### config.mk
export PLATFORM = sky130hd
export DESIGN_NAME = mmucsr_top
export DESIGN_NICKNAME = d
export VERILOG_FILES = /design/src/mmucsr_pkg.sv /design/src/mmucsr_fault_if.sv /design/src/mmucsr_fault_cap.sv /design/src/mmucsr_tlb_purge.sv /design/src/mmucsr_top.sv
export VERILOG_INCLUDE_DIRS = /design/src
export SDC_FILE = /design/constraint.sdc
export NUM_CORES = 1
export LEC_CHECK = 0
export ABC_AREA = 1
export BUFFER_PORTS_ARGS = -buffer_cell sky130_fd_sc_hd__buf_2
export CORE_ASPECT_RATIO = 0.9
export CORE_UTILIZATION = 30
export CTS_BUF_LIST = sky130_fd_sc_hd__clkbuf_4 sky130_fd_sc_hd__clkbuf_8 sky130_fd_sc_hd__clkbuf_16
export DETAILED_ROUTE_END_ITERATION = 10
export GPL_ROUTABILITY_DRIVEN = 0
export HOLD_SLACK_MARGIN = 0.06
export SETUP_SLACK_MARGIN = 0.3
export SKIP_CTS_REPAIR_TIMING = 1
export SLEW_MARGIN = 25
export SYNTH_ARGS = -nofsm -noshare
export SYNTH_HDL_FRONTEND = slang
export SYNTH_SLANG_ARGS = --single-unit
### constraint.sdc
create_clock -name clk_in -period 2.2 [get_ports clk_in]
set_input_delay 0.22 -clock clk_in [delete_from_list [all_inputs] [get_ports clk_in]]
set_output_delay 0.22 -clock clk_in [all_outputs]
set_load 0.01 [all_outputs]
### src/mmucsr_defines.svh
`ifndef MMUCSR_DEFINES_SVH
`define MMUCSR_DEFINES_SVH

// ----------------------------------------
// register selects
// ----------------------------------------
`define MMUCSR_SEL_BASE0 3'h0
`define MMUCSR_SEL_BASE1 3'h1
`define MMUCSR_SEL_INV0 3'h2
`define MMUCSR_SEL_INV1 3'h3
`define MMUCSR_SEL_FAULT 3'h4
`define MMUCSR_SEL_CTRL 3'h5
`define MMUCSR_SEL_STAT 3'h6

// ----------------------------------------
// field positions and widths
// ----------------------------------------
`define MMUCSR_PTB_ZERO_BITS 12
`define MMUCSR_CTRL_BITS 4
`define MMUCSR_STAT_BITS 8
`define MMUCSR_CTRL_USER_EN 0
`define MMUCSR_CTRL_SUPV_EN 1
`define MMUCSR_CTRL_DUAL 2
`define MMUCSR_CTRL_OVRD 3
`define MMUCSR_STAT_DIR 2
`define MMUCSR_STAT_PRIV 3

// ----------------------------------------
// reset values
// ----------------------------------------
`define MMUCSR_RST_WORD 32'h0000_0000
`define MMUCSR_RST_CTRL 4'h0
`define MMUCSR_RST_STAT 8'h00

// ----------------------------------------
// cause codes
// ----------------------------------------
`define MMUCSR_CAUSE_NONE 2'h0
`define MMUCSR_CAUSE_L1 2'h1
`define MMUCSR_CAUSE_L2 2'h2
`define MMUCSR_CAUSE_PROT 2'h3

`endif

### src/mmucsr_pkg.sv
package mmucsr_pkg;
  typedef enum logic [3:0] {
    MMUCSR_KIND_SEQ_FETCH = 4'h8,
    MMUCSR_KIND_NONSEQ_FETCH = 4'h9,
    MMUCSR_KIND_DATA = 4'ha,
    MMUCSR_KIND_RMW_READ = 4'hb,
    MMUCSR_KIND_EA_READ = 4'hc
  } mmucsr_ref_kind_t;
endpackage

### src/mmucsr_fault_if.sv
`timescale 1ns/10ps
interface mmucsr_fault_if;
  logic valid;
  logic [31:0] vaddr;
  logic [1:0] cause;
  logic is_write;
  logic is_user;
  logic [3:0] cpu_status;
  logic needed;
  modport src (output valid, vaddr, cause, is_write, is_user, cpu_status, needed);
  modport dst (input valid, vaddr, cause, is_write, is_user, cpu_status, needed);
endinterface

### src/mmucsr_fault_cap.sv
`timescale 1ns/10ps
`include "mmucsr_defines.svh"
module mmucsr_fault_cap (
  // clock and reset
  input wire logic clk_in,
  input wire logic rst_in,
  // translation checker results
  input wire logic check_in,
  input wire logic [31:0] vaddr_in,
  input wire logic invalid_l1_in,
  input wire logic invalid_l2_in,
  input wire logic prot_viol_in,
  input wire logic is_write_in,
  input wire logic is_user_in,
  input wire mmucsr_pkg::mmucsr_ref_kind_t ref_kind_in,
  input wire logic discarded_in,
  // registered fault event
  mmucsr_fault_if.src flt
);
  logic [1:0] cause;

  always_comb begin
    cause = `MMUCSR_CAUSE_NONE;
    if (prot_viol_in) begin
      cause = `MMUCSR_CAUSE_PROT;
    end else if (invalid_l2_in) begin
      cause = `MMUCSR_CAUSE_L2;
    end else if (invalid_l1_in) begin
      cause = `MMUCSR_CAUSE_L1;
    end
  end

  always_ff @(posedge clk_in) begin
    if (rst_in) begin
      flt.valid <= 1'b0;
      flt.vaddr <= `MMUCSR_RST_WORD;
      flt.cause <= `MMUCSR_CAUSE_NONE;
      flt.is_write <= 1'b0;
      flt.is_user <= 1'b0;
      flt.cpu_status <= 4'h0;
      flt.needed <= 1'b0;
    end else begin
      flt.valid <= check_in && (cause != `MMUCSR_CAUSE_NONE);
      flt.vaddr <= vaddr_in;
      flt.cause <= cause;
      flt.is_write <= is_write_in;
      flt.is_user <= is_user_in;
      flt.cpu_status <= ref_kind_in;
      flt.needed <= !discarded_in;
    end
  end
endmodule

### src/mmucsr_tlb_purge.sv
`timescale 1ns/10ps
module mmucsr_tlb_purge (
  // clock and reset
  input wire logic clk_in,
  input wire logic rst_in,
  // purge requests from register writes
  input wire logic base_load_in,
  input wire logic base_sel_in,
  input wire logic vaddr_purge_in,
  input wire logic [31:0] vaddr_in,
  // registered purge command
  output logic all_purge_out,
  output logic all_base_sel_out,
  output logic one_purge_out,
  output logic [31:0] one_vaddr_out
);
  always_ff @(posedge clk_in) begin
    if (rst_in) begin
      all_purge_out <= 1'b0;
      all_base_sel_out <= 1'b0;
      one_purge_out <= 1'b0;
      one_vaddr_out <= 32'h0000_0000;
    end else begin
      all_purge_out <= base_load_in;
      all_base_sel_out <= base_sel_in;
      one_purge_out <= vaddr_purge_in;
      if (vaddr_purge_in) begin
        one_vaddr_out <= vaddr_in;
      end
    end
  end
endmodule

### src/mmucsr_top.sv
`timescale 1ns/10ps
`include "mmucsr_defines.svh"
module mmucsr_top (
  // clock and reset
  input wire logic clk_in,
  input wire logic rst_in,
  // load/store mmu register instructions
  input wire logic load_mmu_reg_instr_in,
  input wire logic store_mmu_reg_instr_in,
  input wire logic [2:0] reg_sel_in,
  input wire logic [31:0] wdata_in,
  output logic [31:0] rdata_out,
  output logic rvalid_out,
  // reference being translated
  input wire logic ref_user_in,
  output logic translate_out,
  output logic [31:0] table_base_out,
  output logic supervisor_priv_out,
  // translation checker results
  input wire logic check_in,
  input wire logic [31:0] check_vaddr_in,
  input wire logic invalid_l1_in,
  input wire logic invalid_l2_in,
  input wire logic prot_viol_in,
  input wire logic is_write_in,
  input wire mmucsr_pkg::mmucsr_ref_kind_t ref_kind_in,
  input wire logic discarded_in,
  // results
  output logic abort_trap_out,
  output logic all_purge_out,
  output logic all_base_sel_out,
  output logic one_purge_out,
  output logic [31:0] one_vaddr_out
);
  // ----------------------------------------
  // registers
  // ----------------------------------------
  logic [31:`MMUCSR_PTB_ZERO_BITS] page_table_base_0_ff;
  logic [31:`MMUCSR_PTB_ZERO_BITS] page_table_base_1_ff;
  logic [31:0] fault_vaddr_ff;
  logic [`MMUCSR_CTRL_BITS-1:0] translation_control_ff;
  logic [`MMUCSR_STAT_BITS-1:0] translation_status_ff;
  logic wr_base0, wr_base1, wr_inv, take_fault, use_base1;
  mmucsr_fault_if flt ();

  assign wr_base0 = load_mmu_reg_instr_in && (reg_sel_in == `MMUCSR_SEL_BASE0);
  assign wr_base1 = load_mmu_reg_instr_in && (reg_sel_in == `MMUCSR_SEL_BASE1);
  assign wr_inv = load_mmu_reg_instr_in && ((reg_sel_in == `MMUCSR_SEL_INV0) ||
                  (reg_sel_in == `MMUCSR_SEL_INV1));
  assign take_fault = flt.valid && flt.needed;

  always_ff @(posedge clk_in) begin
    if (rst_in) begin
      page_table_base_0_ff <= '0;
      page_table_base_1_ff <= '0;
    end else begin
      if (wr_base0) begin
        page_table_base_0_ff <= wdata_in[31:`MMUCSR_PTB_ZERO_BITS];
      end
      if (wr_base1) begin
        page_table_base_1_ff <= wdata_in[31:`MMUCSR_PTB_ZERO_BITS];
      end
    end
  end

  // control writes never purge anything
  always_ff @(posedge clk_in) begin
    if (rst_in) begin
      translation_control_ff <= `MMUCSR_RST_CTRL;
    end else if (load_mmu_reg_instr_in && reg_sel_in == `MMUCSR_SEL_CTRL) begin
      translation_control_ff <= wdata_in[`MMUCSR_CTRL_BITS-1:0];
    end
  end

  // hardware capture wins over a software write in the same cycle
  always_ff @(posedge clk_in) begin
    if (rst_in) begin
      fault_vaddr_ff <= `MMUCSR_RST_WORD;
      translation_status_ff <= `MMUCSR_RST_STAT;
    end else if (take_fault) begin
      fault_vaddr_ff <= flt.vaddr;
      translation_status_ff <= {flt.cpu_status, flt.is_user, flt.is_write,
                                flt.cause};
    end else if (load_mmu_reg_instr_in) begin
      if (reg_sel_in == `MMUCSR_SEL_FAULT) begin
        fault_vaddr_ff <= wdata_in;
      end
      if (reg_sel_in == `MMUCSR_SEL_STAT) begin
        translation_status_ff <= wdata_in[`MMUCSR_STAT_BITS-1:0];
      end
    end
  end

  // ----------------------------------------
  // read path
  // ----------------------------------------
  always_ff @(posedge clk_in) begin
    if (rst_in) begin
      rdata_out <= `MMUCSR_RST_WORD;
      rvalid_out <= 1'b0;
    end else begin
      rvalid_out <= store_mmu_reg_instr_in;
      case (reg_sel_in)
        `MMUCSR_SEL_BASE0: rdata_out <= {page_table_base_0_ff, 12'h000};
        `MMUCSR_SEL_BASE1: rdata_out <= {page_table_base_1_ff, 12'h000};
        `MMUCSR_SEL_FAULT: rdata_out <= fault_vaddr_ff;
        `MMUCSR_SEL_CTRL: rdata_out <= {28'h0, translation_control_ff};
        `MMUCSR_SEL_STAT: rdata_out <= {24'h0, translation_status_ff};
        default: rdata_out <= `MMUCSR_RST_WORD;
      endcase
    end
  end

  // ----------------------------------------
  // translation steering
  // ----------------------------------------
  assign use_base1 = translation_control_ff[`MMUCSR_CTRL_DUAL] && ref_user_in;

  always_ff @(posedge clk_in) begin
    if (rst_in) begin
      translate_out <= 1'b0;
      table_base_out <= `MMUCSR_RST_WORD;
      supervisor_priv_out <= 1'b0;
      abort_trap_out <= 1'b0;
    end else begin
      translate_out <= ref_user_in ? translation_control_ff[`MMUCSR_CTRL_USER_EN]
                                   : translation_control_ff[`MMUCSR_CTRL_SUPV_EN];
      table_base_out <= use_base1 ? {page_table_base_1_ff, 12'h000}
                                  : {page_table_base_0_ff, 12'h000};
      supervisor_priv_out <= !ref_user_in ||
                             translation_control_ff[`MMUCSR_CTRL_OVRD];
      abort_trap_out <= take_fault;
    end
  end

  mmucsr_fault_cap u_cap (
    .clk_in(clk_in),
    .rst_in(rst_in),
    .check_in(check_in),
    .vaddr_in(check_vaddr_in),
    .invalid_l1_in(invalid_l1_in),
    .invalid_l2_in(invalid_l2_in),
    .prot_viol_in(prot_viol_in),
    .is_write_in(is_write_in),
    .is_user_in(ref_user_in),
    .ref_kind_in(ref_kind_in),
    .discarded_in(discarded_in),
    .flt(flt)
  );

  mmucsr_tlb_purge u_purge (
    .clk_in(clk_in),
    .rst_in(rst_in),
    .base_load_in(wr_base0 || wr_base1),
    .base_sel_in(wr_base1),
    .vaddr_purge_in(wr_inv),
    .vaddr_in(wdata_in),
    .all_purge_out(all_purge_out),
    .all_base_sel_out(all_base_sel_out),
    .one_purge_out(one_purge_out),
    .one_vaddr_out(one_vaddr_out)
  );
endmodule

==> flow_metrics.env, run 1 <==
export IMPL_worstHoldPathCells=3
export IMPL_detail_route_wl_per_cell_um=14.8
export IMPL_antenna_found_initial=0
export IMPL_vias_per_cell=4.52
export IMPL_grt_usage=0.175
export IMPL_worstSkewPairLatency_ns=0.51
export IMPL_n_antenna_cell=0
export IMPL_fin_nets=1423
export IMPL_timing_rr_end="translation_status_ff[1]$_SDFFE_PP0P_"
export IMPL_synth_simple_area_share=0.295
export IMPL_ys_types=19
export IMPL_power_leakage_nw=5.26
export IMPL_ys_seq_elements=217
export IMPL_overflow=0
export IMPL_holdCritStartpoint="wdata_in[28]"
export IMPL_synth_top_family_by_area="simple AND/OR/NAND/NOR gates"
export IMPL_htreeDepth=1
export IMPL_r2r_slack_ns=0.77
export IMPL_synth_top_area_share=0.531
export IMPL_cp_data_required_time_ns=2.61
export IMPL_wl_mm=25.3
export IMPL_crit_arrival_ns=1.86
export IMPL_worstMarginPinSlew_ns=0.923
export IMPL_relSlewSlack=0.384
export IMPL_yosysMostFrequentCell="nor2_1"
export IMPL_dr_pass1_iters=5
export IMPL_die_h_um=159
export IMPL_grt_first_pass_wirelength_mm=38.3
export IMPL_setup_tns_ns=0
export IMPL_ys_seq_area_frac=0.531
export IMPL_combinationalPowerShare=0.087
export IMPL_ys_warn_count=0
export IMPL_power_frac_seq=0.462
export IMPL_fin_skew_ns=0.0115
export IMPL_synthArstFlopShare=0
export IMPL_cts_root_buf="clkbuf_16"
export IMPL_outcome="finished clean"
export IMPL_synth_ff_type="dfxtp_1"
export IMPL_cp_max_fo=12
export IMPL_setup_violations=0
export IMPL_period_needed_ns=1.45
export IMPL_core_um2=26400
export IMPL_intPower_mw=6.83
export IMPL_p_sw_mw=2.15
export IMPL_netlist_area_um2=8180
export IMPL_tritoncts="done"
export IMPL_powerDensity_nw_per_um2=823
export IMPL_start_util=0.310
export IMPL_synth_edf_count=0
export IMPL_startpoint_type="primary input"
export IMPL_finalMaxSlewViolations=0
export IMPL_min_to="page_table_base_1_ff[28]$_SDFFE_PP0P_"
export IMPL_netlist_top_cells_count="nor2_1 (246), nand2_1 (223), dfxtp_1 (217)"
export IMPL_switching_share=0.239
export IMPL_synth_avg_cell_area_um2=7.31
export IMPL_final_hold_violation_count=0
export IMPL_drtAntennaViolNets=0
export IMPL_fin_area_um2=10900
export IMPL_postPlaceCellArea_um2=9350
export IMPL_grt_max_degree=102
export IMPL_die_area_um2=27900
export IMPL_io_buffers=172
export IMPL_rsz0062_at_grt="no"
export IMPL_fin_crit_sh=0.659
export IMPL_clockBufferDepth=3
export IMPL_die_w_um=176
export IMPL_synth_area_leaders="dfxtp_1 (53%), nor2_1 (11%), nand2_1 (10%), nand3_1 (7.2%), o21ai_0 (5.7%)"
export IMPL_timing_rr_start="u_cap.flt.valid$_SDFF_PP0_"
export IMPL_final_fill_count=2719
export IMPL_syn_to_final_growth_pct=33.4
export IMPL_grt_pass1_vias=7071
export IMPL_yosys_area_share_adder=0
export IMPL_io_pins=185
export IMPL_fp_row_count=56
export IMPL_dpl_hpwl_mm=16.4
export IMPL_clock_sinks=217
export IMPL_path_clk_slew_ns=0.06
export IMPL_synth_mux_area_frac=0
export IMPL_drt_iter0_markers=474
export IMPL_fmax_mhz=689
export IMPL_yosysTopAreaCell="dfxtp_1"
export IMPL_synth_compound_area_frac=0.0871
export IMPL_rr_worst_depth=5
export IMPL_min_path_type="primary input to register"
export IMPL_drc=0
export IMPL_cap_violations=0
export IMPL_p_clk_frac=0.451
export IMPL_synth_xor_area_frac=0
export IMPL_numCtsBuffers=24
export IMPL_irDropWorstVdd_mv=0.447
export IMPL_worstSetupPathType="primary input to register"
export IMPL_synthCells=1118
export IMPL_vias=7709
export IMPL_worstSetupEndpointType="register"
export IMPL_drive_gt1_frac=0.186
area by class of cell:
type / instances / area [um2] / area share
Sequential cell: 217 / 4350 / 0.399
Multi-Input combinational cell: 749 / 3180 / 0.291
Timing Repair Buffer: 273 / 1840 / 0.169
Clock buffer: 33 / 729 / 0.0669
Tap cell: 348 / 435 / 0.0399
Inverter: 76 / 287 / 0.0263
Clock inverter: 10 / 86.3 / 0.00792
cell usage in the layout (no fill, tap or decap), types with 2 or more instances in the layout:
cell type and count:
nand2_1 222, clkinvlp_4 3, inv_2 2, o21ai_0 93, clkbuf_16 25, dfxtp_1 215
dfxtp_2 2, buf_2 171, nand3_1 118, clkbuf_8 7, nand4_1 5, dlygate4sd3_1 74
buf_4 25, inv_1 73, nor2_1 244, nor2_2 3, clkinv_2 6, conb_1 12
a21oi_1 48, buf_12 3
through the flow:
| step | total power [mW] | worst slack, ns | util | hold WS, ns | instances |
|---|---|---|---|---|---|
| after global routing | 9.33 | 0.632 | 0.413 | 0.0603 | 1706 |
| final | 8.98 | 0.749 | 0.413 | 0.0379 | 1706 |
| after detailed placement | 4.91 | 0.279 | 0.354 | 0.384 | 1589 |
| after floorplan | 4.62 | 1.00 | - | 0.292 | 1129 |
| after global placement | 4.90 | 0.338 | 0.354 | 0.377 | 1589 |
| after CTS | 8.98 | 0.750 | 0.385 | -0.164 | 1632 |
power by group through the flow:
stage / registers [mW] / logic, mW / clock network [mW]
after detailed placement: 4.23 / 0.675 / 0
after global routing: 4.16 / 0.868 / 4.30
after floorplan: 4.24 / 0.378 / 0
final: 4.15 / 0.778 / 4.05
after CTS: 4.15 / 0.677 / 4.15
after global placement: 4.23 / 0.667 / 0
critical path: stages:
cell,delay [ns]
dlygate4sd3_1,0.52
buf_2,0.16
nand2_1,0.11
inv_1,0.34
buf_4,0.26
nor2_1,0.05
nor2_1,0.20
logic make-up after synthesis:
logic type      after synthesis
compound gates              142
flops                       217
simple gates                595
buf+inv                     163
other cells                   1
per-layer routing:
metal,global-route usage,vias up,wire [um]
met3,0.0339,33,1430
li1,-,3933,-
met2,0.269,258,11300
met4,0.0468,0,496
met1,0.247,3485,12000
met5,0,-,0
flip-flops by register name (all words and copies together), names as in the netlist, 2 cells and up:
name	cells
rdata_out	32
u_purge.one_vaddr_out	32
page_table_base_1_ff	20
table_base_out	20
page_table_base_0_ff	20
u_cap.flt.cpu_status	4
u_cap.flt.cause	2
fault_vaddr_ff	32
u_cap.flt.vaddr	32
translation_control_ff	4
translation_status_ff	8
how the worst max path moves through the flow:
stage / from / end / slack, ns / cells past startpoint
after floorplan: u_cap.flt.valid$_SDFF_PP0_ / fault_vaddr_ff[10]$_SDFFE_PP0P_ / 1.00 / 6
after global placement: reg_sel_in[2] / rdata_out[22]$_SDFF_PP0_ / 0.34 / 8
after detailed placement: reg_sel_in[2] / rdata_out[12]$_SDFF_PP0_ / 0.28 / 8
after CTS: u_cap.flt.valid$_SDFF_PP0_ / translation_status_ff[1]$_SDFFE_PP0P_ / 0.75 / 5
after global routing: ref_user_in / table_base_out[31]$_SDFF_PP0_ / 0.63 / 7
final: ref_user_in / table_base_out[31]$_SDFF_PP0_ / 0.75 / 7
Note: power is estimated with default switching activity, not from simulation.
==> run 2: changes to the inputs <==
==> constraint.sdc (replaced) <==
create_clock -name clk_in -period 1.2 [get_ports clk_in]
set_input_delay 0.12 -clock clk_in [delete_from_list [all_inputs] [get_ports clk_in]]
set_output_delay 0.12 -clock clk_in [all_outputs]
set_load 0.01 [all_outputs]
==> flow_metrics.env, run 2 (synthesis gave the netlist of run 1 again) <==
export IMPL_vias=7867
export IMPL_antenna_found_initial=0
export IMPL_irDropWorstVdd_mv=0.845
export IMPL_outcome="finished clean"
export IMPL_r2r_slack_ns=0.1
export IMPL_worstSetupEndpointType="register"
export IMPL_fin_crit_sh=0.918
export IMPL_power_leakage_nw=5.72
export IMPL_cp_num_buf_inv=2
export IMPL_worstSetupPathType="register to register"
export IMPL_io_buffers=172
export IMPL_dr_pass1_iters=5
export IMPL_vias_per_cell=4.51
export IMPL_worstSkewPairLatency_ns=0.52
export IMPL_clock_sinks=217
export IMPL_final_hold_violation_count=0
export IMPL_tritoncts="done"
export IMPL_io_pins=185
export IMPL_dp_cells=1616
export IMPL_detail_route_wl_per_cell_um=15.1
export IMPL_finalNonFillerCells=1745
export IMPL_crit_arrival_ns=1.48
export IMPL_fmax_mhz=908
export IMPL_final_cell_mix="nor2_1 (224), nand2_1 (199), dfxtp_1 (151), nand3_1 (111), buf_2 (108)"
export IMPL_period_needed_ns=1.10
export IMPL_die_h_um=159
export IMPL_grt_pass1_vias=6992
export IMPL_core_um2=26400
export IMPL_min_path_type="primary input to register"
export IMPL_drc=0
export IMPL_drt_iter0_markers=526
export IMPL_drive_gt1_frac=0.302
export IMPL_setup_violations=0
export IMPL_grt_usage=0.172
export IMPL_htreeDepth=1
export IMPL_crit_family="flip-flops"
export IMPL_numCtsBuffers=25
export IMPL_die_area_um2=27900
export IMPL_start_util=0.310
export IMPL_final_fill_count=2542
export IMPL_total_power_mw=17.2
export IMPL_path_clk_slew_ns=0.06
export IMPL_startpoint_type="register"
export IMPL_cp_max_fo=7
export IMPL_grt_first_pass_wirelength_mm=37.9
export IMPL_rsz0062_at_grt="yes"
export IMPL_max_stage_delay_ns=0.42
export IMPL_die_w_um=176
export IMPL_powerDensity_nw_per_um2=1390
export IMPL_drtAntennaViolNets=0
export IMPL_layout_setup_ws_ns=0.0981
export IMPL_wl_mm=26.4
export IMPL_worstPathCellList="nand2_8 -> buf_12 -> buf_8 -> nand3_1 -> a21oi_2"
export IMPL_setup_tns_ns=0
export IMPL_cts_root_buf="clkbuf_16"
export IMPL_finalMaxSlewViolations=0
export IMPL_cap_violations=0
export IMPL_fin_skew_ns=0.0120
export IMPL_overflow=0
export IMPL_whs_ns=0.0886
export IMPL_slowest_stage="dfxtp_4"
export IMPL_fp_row_count=56
export IMPL_dpl_hpwl_mm=17.1
export IMPL_pre_cts_slack_ns=-0.0141
export IMPL_grt_max_degree=92
export IMPL_clockBufferDepth=3
export IMPL_fin_nets=1460
export IMPL_final_common_cell="nor2_1"
export IMPL_cp_data_required_time_ns=1.58
export IMPL_syn_to_final_growth_pct=51.3
run 2: changes by cell type in the layout (fill, tap and decap cells not counted), sizes merged, moves of 2 or more:
cell | before | now
buf | 199 | 228
clkbuf | 33 | 38
inv | 76 | 74
bufinv | 1 | 3
dlygate4sd3 | 74 | 76
run 2: through the flow:
stage / area [um2] / utilization
floorplan: 8350 / -
global placement: 9700 / 0.367
finish: 12400 / 0.468
global route: 12400 / 0.468
detailed placement: 9700 / 0.367
CTS: 10600 / 0.400
run 2: area by class of cell:
type,instances,area [um2],share of cell area
multi-input combinational,750,3530,0.285
sequential,217,4430,0.358
antenna,1,2.50,0.000202
clock inverter,11,139,0.0112
inverter,76,305,0.0247
tap,348,435,0.0352
clock buffer,34,724,0.0586
timing repair buffer,308,2800,0.226
run 2: worst paths after layout:
check	end	depth (start not counted)	startpoint
min	u_purge.all_purge_out$_SDFF_PP0_	4	load_mmu_reg_instr_in
max reg2reg	translation_status_ff[7]$_SDFFE_PP0P_	5	u_cap.flt.valid$_SDFF_PP0_
max	translation_status_ff[7]$_SDFFE_PP0P_	5	u_cap.flt.valid$_SDFF_PP0_
min reg2reg	rdata_out[5]$_SDFF_PP0_	2	fault_vaddr_ff[5]$_SDFFE_PP0P_
run 2: routing by layer:
layer / vias up / global-route usage / routed length [um]
met5: - / 0 / 0
met4: 0 / 0.0360 / 423
met3: 30 / 0.0411 / 1610
met2: 243 / 0.271 / 12100
met1: 3577 / 0.238 / 12200
li1: 4017 / - / -
run 2: worst register-to-register path: stages (launching register included):
cell and delay (ns):
dfxtp_4 0.42, nand2_8 0.11, buf_12 0.17, buf_8 0.13
nand3_1 0.09, a21oi_2 0.06
run 2: where the power goes:
group          switching (mW)  total (mW)  internal (mW)
Combinational           0.928        1.75          0.821
Sequential              0.166        7.66           7.49
Clock                    2.97        7.84           4.87
==> run 3: changes to the inputs <==
--- a/config.mk
+++ b/config.mk
@@ -14,6 +14,7 @@
 export DETAILED_ROUTE_END_ITERATION = 10
 export GPL_ROUTABILITY_DRIVEN = 0
 export HOLD_SLACK_MARGIN = 0.06
+export PLACE_DENSITY = 0.48
 export SETUP_SLACK_MARGIN = 0.3
 export SKIP_CTS_REPAIR_TIMING = 1
 export SLEW_MARGIN = 25
==> flow_metrics.env, run 3 (synthesis gave the netlist of run 1 again) <==
export IMPL_finalMaxSlewViolations=0
export IMPL_rsz0062_at_grt="yes"
export IMPL_worstHoldPathCells=4
export IMPL_outcome="finished clean"
export IMPL_period_needed_ns=1.10
export IMPL_postPlaceCellArea_um2=9760
export IMPL_final_common_cell="nor2_1"
export IMPL_finalNonFillerCells=1748
export IMPL_clock_sinks=217
export IMPL_min_path_type="primary input to register"
export IMPL_cts_root_buf="clkbuf_16"
export IMPL_timing_rr_start="u_cap.flt.valid$_SDFF_PP0_"
export IMPL_worstSetupEndpointType="register"
export IMPL_numCtsBuffers=24
export IMPL_io_buffers=172
export IMPL_p_sw_mw=3.97
export IMPL_dp_cells=1622
export IMPL_drt_iter0_markers=505
export IMPL_detail_route_wl_per_cell_um=15.2
export IMPL_cp_max_fo=7
export IMPL_vias_per_cell=4.49
export IMPL_grt_first_pass_wirelength_mm=38.8
export IMPL_drtAntennaViolNets=0
export IMPL_overflow=0
export IMPL_combinationalPowerShare=0.104
export IMPL_rr_worst_depth=7
export IMPL_cap_violations=0
export IMPL_r2r_slack_ns=0.1
export IMPL_n_antenna_cell=0
export IMPL_setup_tns_ns=0
export IMPL_worstSetupPathType="register to register"
export IMPL_fmax_mhz=907
export IMPL_start_util=0.310
export IMPL_core_um2=26400
export IMPL_setup_violations=0
export IMPL_startpoint_type="register"
export IMPL_fp_row_count=56
export IMPL_final_fill_count=2680
export IMPL_grt_max_degree=92
export IMPL_powerDensity_nw_per_um2=1360
export IMPL_fin_util=0.464
export IMPL_dpl_hpwl_mm=17.8
export IMPL_path_clk_slew_ns=0.06
export IMPL_regArea_um2=4430
export IMPL_switching_share=0.237
export IMPL_wl_met3_mm=1.47
export IMPL_power_leakage_nw=5.73
export IMPL_die_w_um=176
export IMPL_fin_crit_sh=0.918
export IMPL_final_cell_mix="nor2_1 (221), nand2_1 (209), dfxtp_1 (156), nand3_1 (114), buf_2 (113)"
export IMPL_fin_area_um2=12300
export IMPL_power_frac_seq=0.457
export IMPL_die_area_um2=27900
export IMPL_worstSkewPairLatency_ns=0.52
export IMPL_p_clk_frac=0.438
export IMPL_crit_arrival_ns=1.49
export IMPL_whs_ns=0.0991
export IMPL_pre_cts_slack_ns=-0.0873
export IMPL_fin_nets=1466
export IMPL_maxUsedRoutingLayer="met4"
export IMPL_holdCritStartpoint="load_mmu_reg_instr_in"
export IMPL_total_power_mw=16.7
export IMPL_wl_met1_mm=12.5
export IMPL_tritoncts="done"
export IMPL_clockBufferDepth=3
export IMPL_intPower_mw=12.8
export IMPL_htreeDepth=1
export IMPL_fin_skew_ns=0.0162
export IMPL_timing_rr_end="fault_vaddr_ff[26]$_SDFFE_PP0P_"
export IMPL_cp_data_required_time_ns=1.59
export IMPL_syn_to_final_growth_pct=50.0
export IMPL_grt_pass1_vias=7064
export IMPL_dr_wl_met2_mm=12.2
export IMPL_drc=0
export IMPL_die_h_um=159
export IMPL_drive_gt1_frac=0.294
export IMPL_min_to="u_purge.all_purge_out$_SDFF_PP0_"
export IMPL_irDropWorstVdd_mv=0.880
export IMPL_io_pins=185
export IMPL_antenna_found_initial=0
export IMPL_wl_mm=26.6
export IMPL_dr_pass1_iters=5
export IMPL_layout_setup_ws_ns=0.0979
export IMPL_grt_usage=0.179
export IMPL_vias=7840
export IMPL_multi_input_area_um2=3470
export IMPL_final_hold_violation_count=0
run 3: cell count changes in the layout (fill, tap and decap cells not counted), sizes merged:
cell / delta
nand2: -1
inv: +1
diode: -1
clkinv: -2
clkinvlp: -2
bufinv: -2
buf: +6
clkbuf: +4
run 3: worst max path at each step:
stage	to	cells after the start	start
5_1_grt	fault_vaddr_ff[0]$_SDFFE_PP0P_	5	u_cap.flt.valid$_SDFF_PP0_
3_3_place_gp	rdata_out[21]$_SDFF_PP0_	9	reg_sel_in[0]
6_report	fault_vaddr_ff[26]$_SDFFE_PP0P_	7	u_cap.flt.valid$_SDFF_PP0_
2_1_floorplan	fault_vaddr_ff[12]$_SDFFE_PP0P_	8	u_cap.flt.valid$_SDFF_PP0_
4_1_cts	table_base_out[26]$_SDFF_PP0_	5	translation_control_ff[2]$_SDFFE_PP0P_
3_5_place_dp	rdata_out[21]$_SDFF_PP0_	9	reg_sel_in[0]
run 3: critical path, stage by stage (launching register included):
cell and delay (ns):
dfxtp_4 0.39, nand2_8 0.10, buf_12 0.16, buf_6 0.12
nand2_2 0.04, nand2_1 0.04, nand2_1 0.05, a21oi_1 0.05
run 3: final cells by class:
type,count,area share
multi-input cells,749,0.283
inverters,76,0.0244
flip-flops and latches,217,0.361
well taps,348,0.0355
clock inverters,6,0.00449
repair buffers,316,0.231
clock buffers,36,0.0603
run 3: layer usage:
layer | track usage | vias up
met5 | 0 | -
met4 | 0.0385 | 0
met3 | 0.0325 | 36
met2 | 0.287 | 208
met1 | 0.248 | 3571
li1 | - | 4025
run 3: power groups by stage:
| stage | clock (mW) | sequential (mW) | combinational (mW) |
|---|---|---|---|
| after floorplan | 0 | 7.78 | 0.730 |
| after global routing | 7.80 | 7.68 | 1.92 |
| after global placement | 0 | 7.76 | 1.36 |
| after CTS | 7.54 | 7.61 | 1.37 |
| after detailed placement | 0 | 7.76 | 1.37 |
| final | 7.33 | 7.65 | 1.74 |
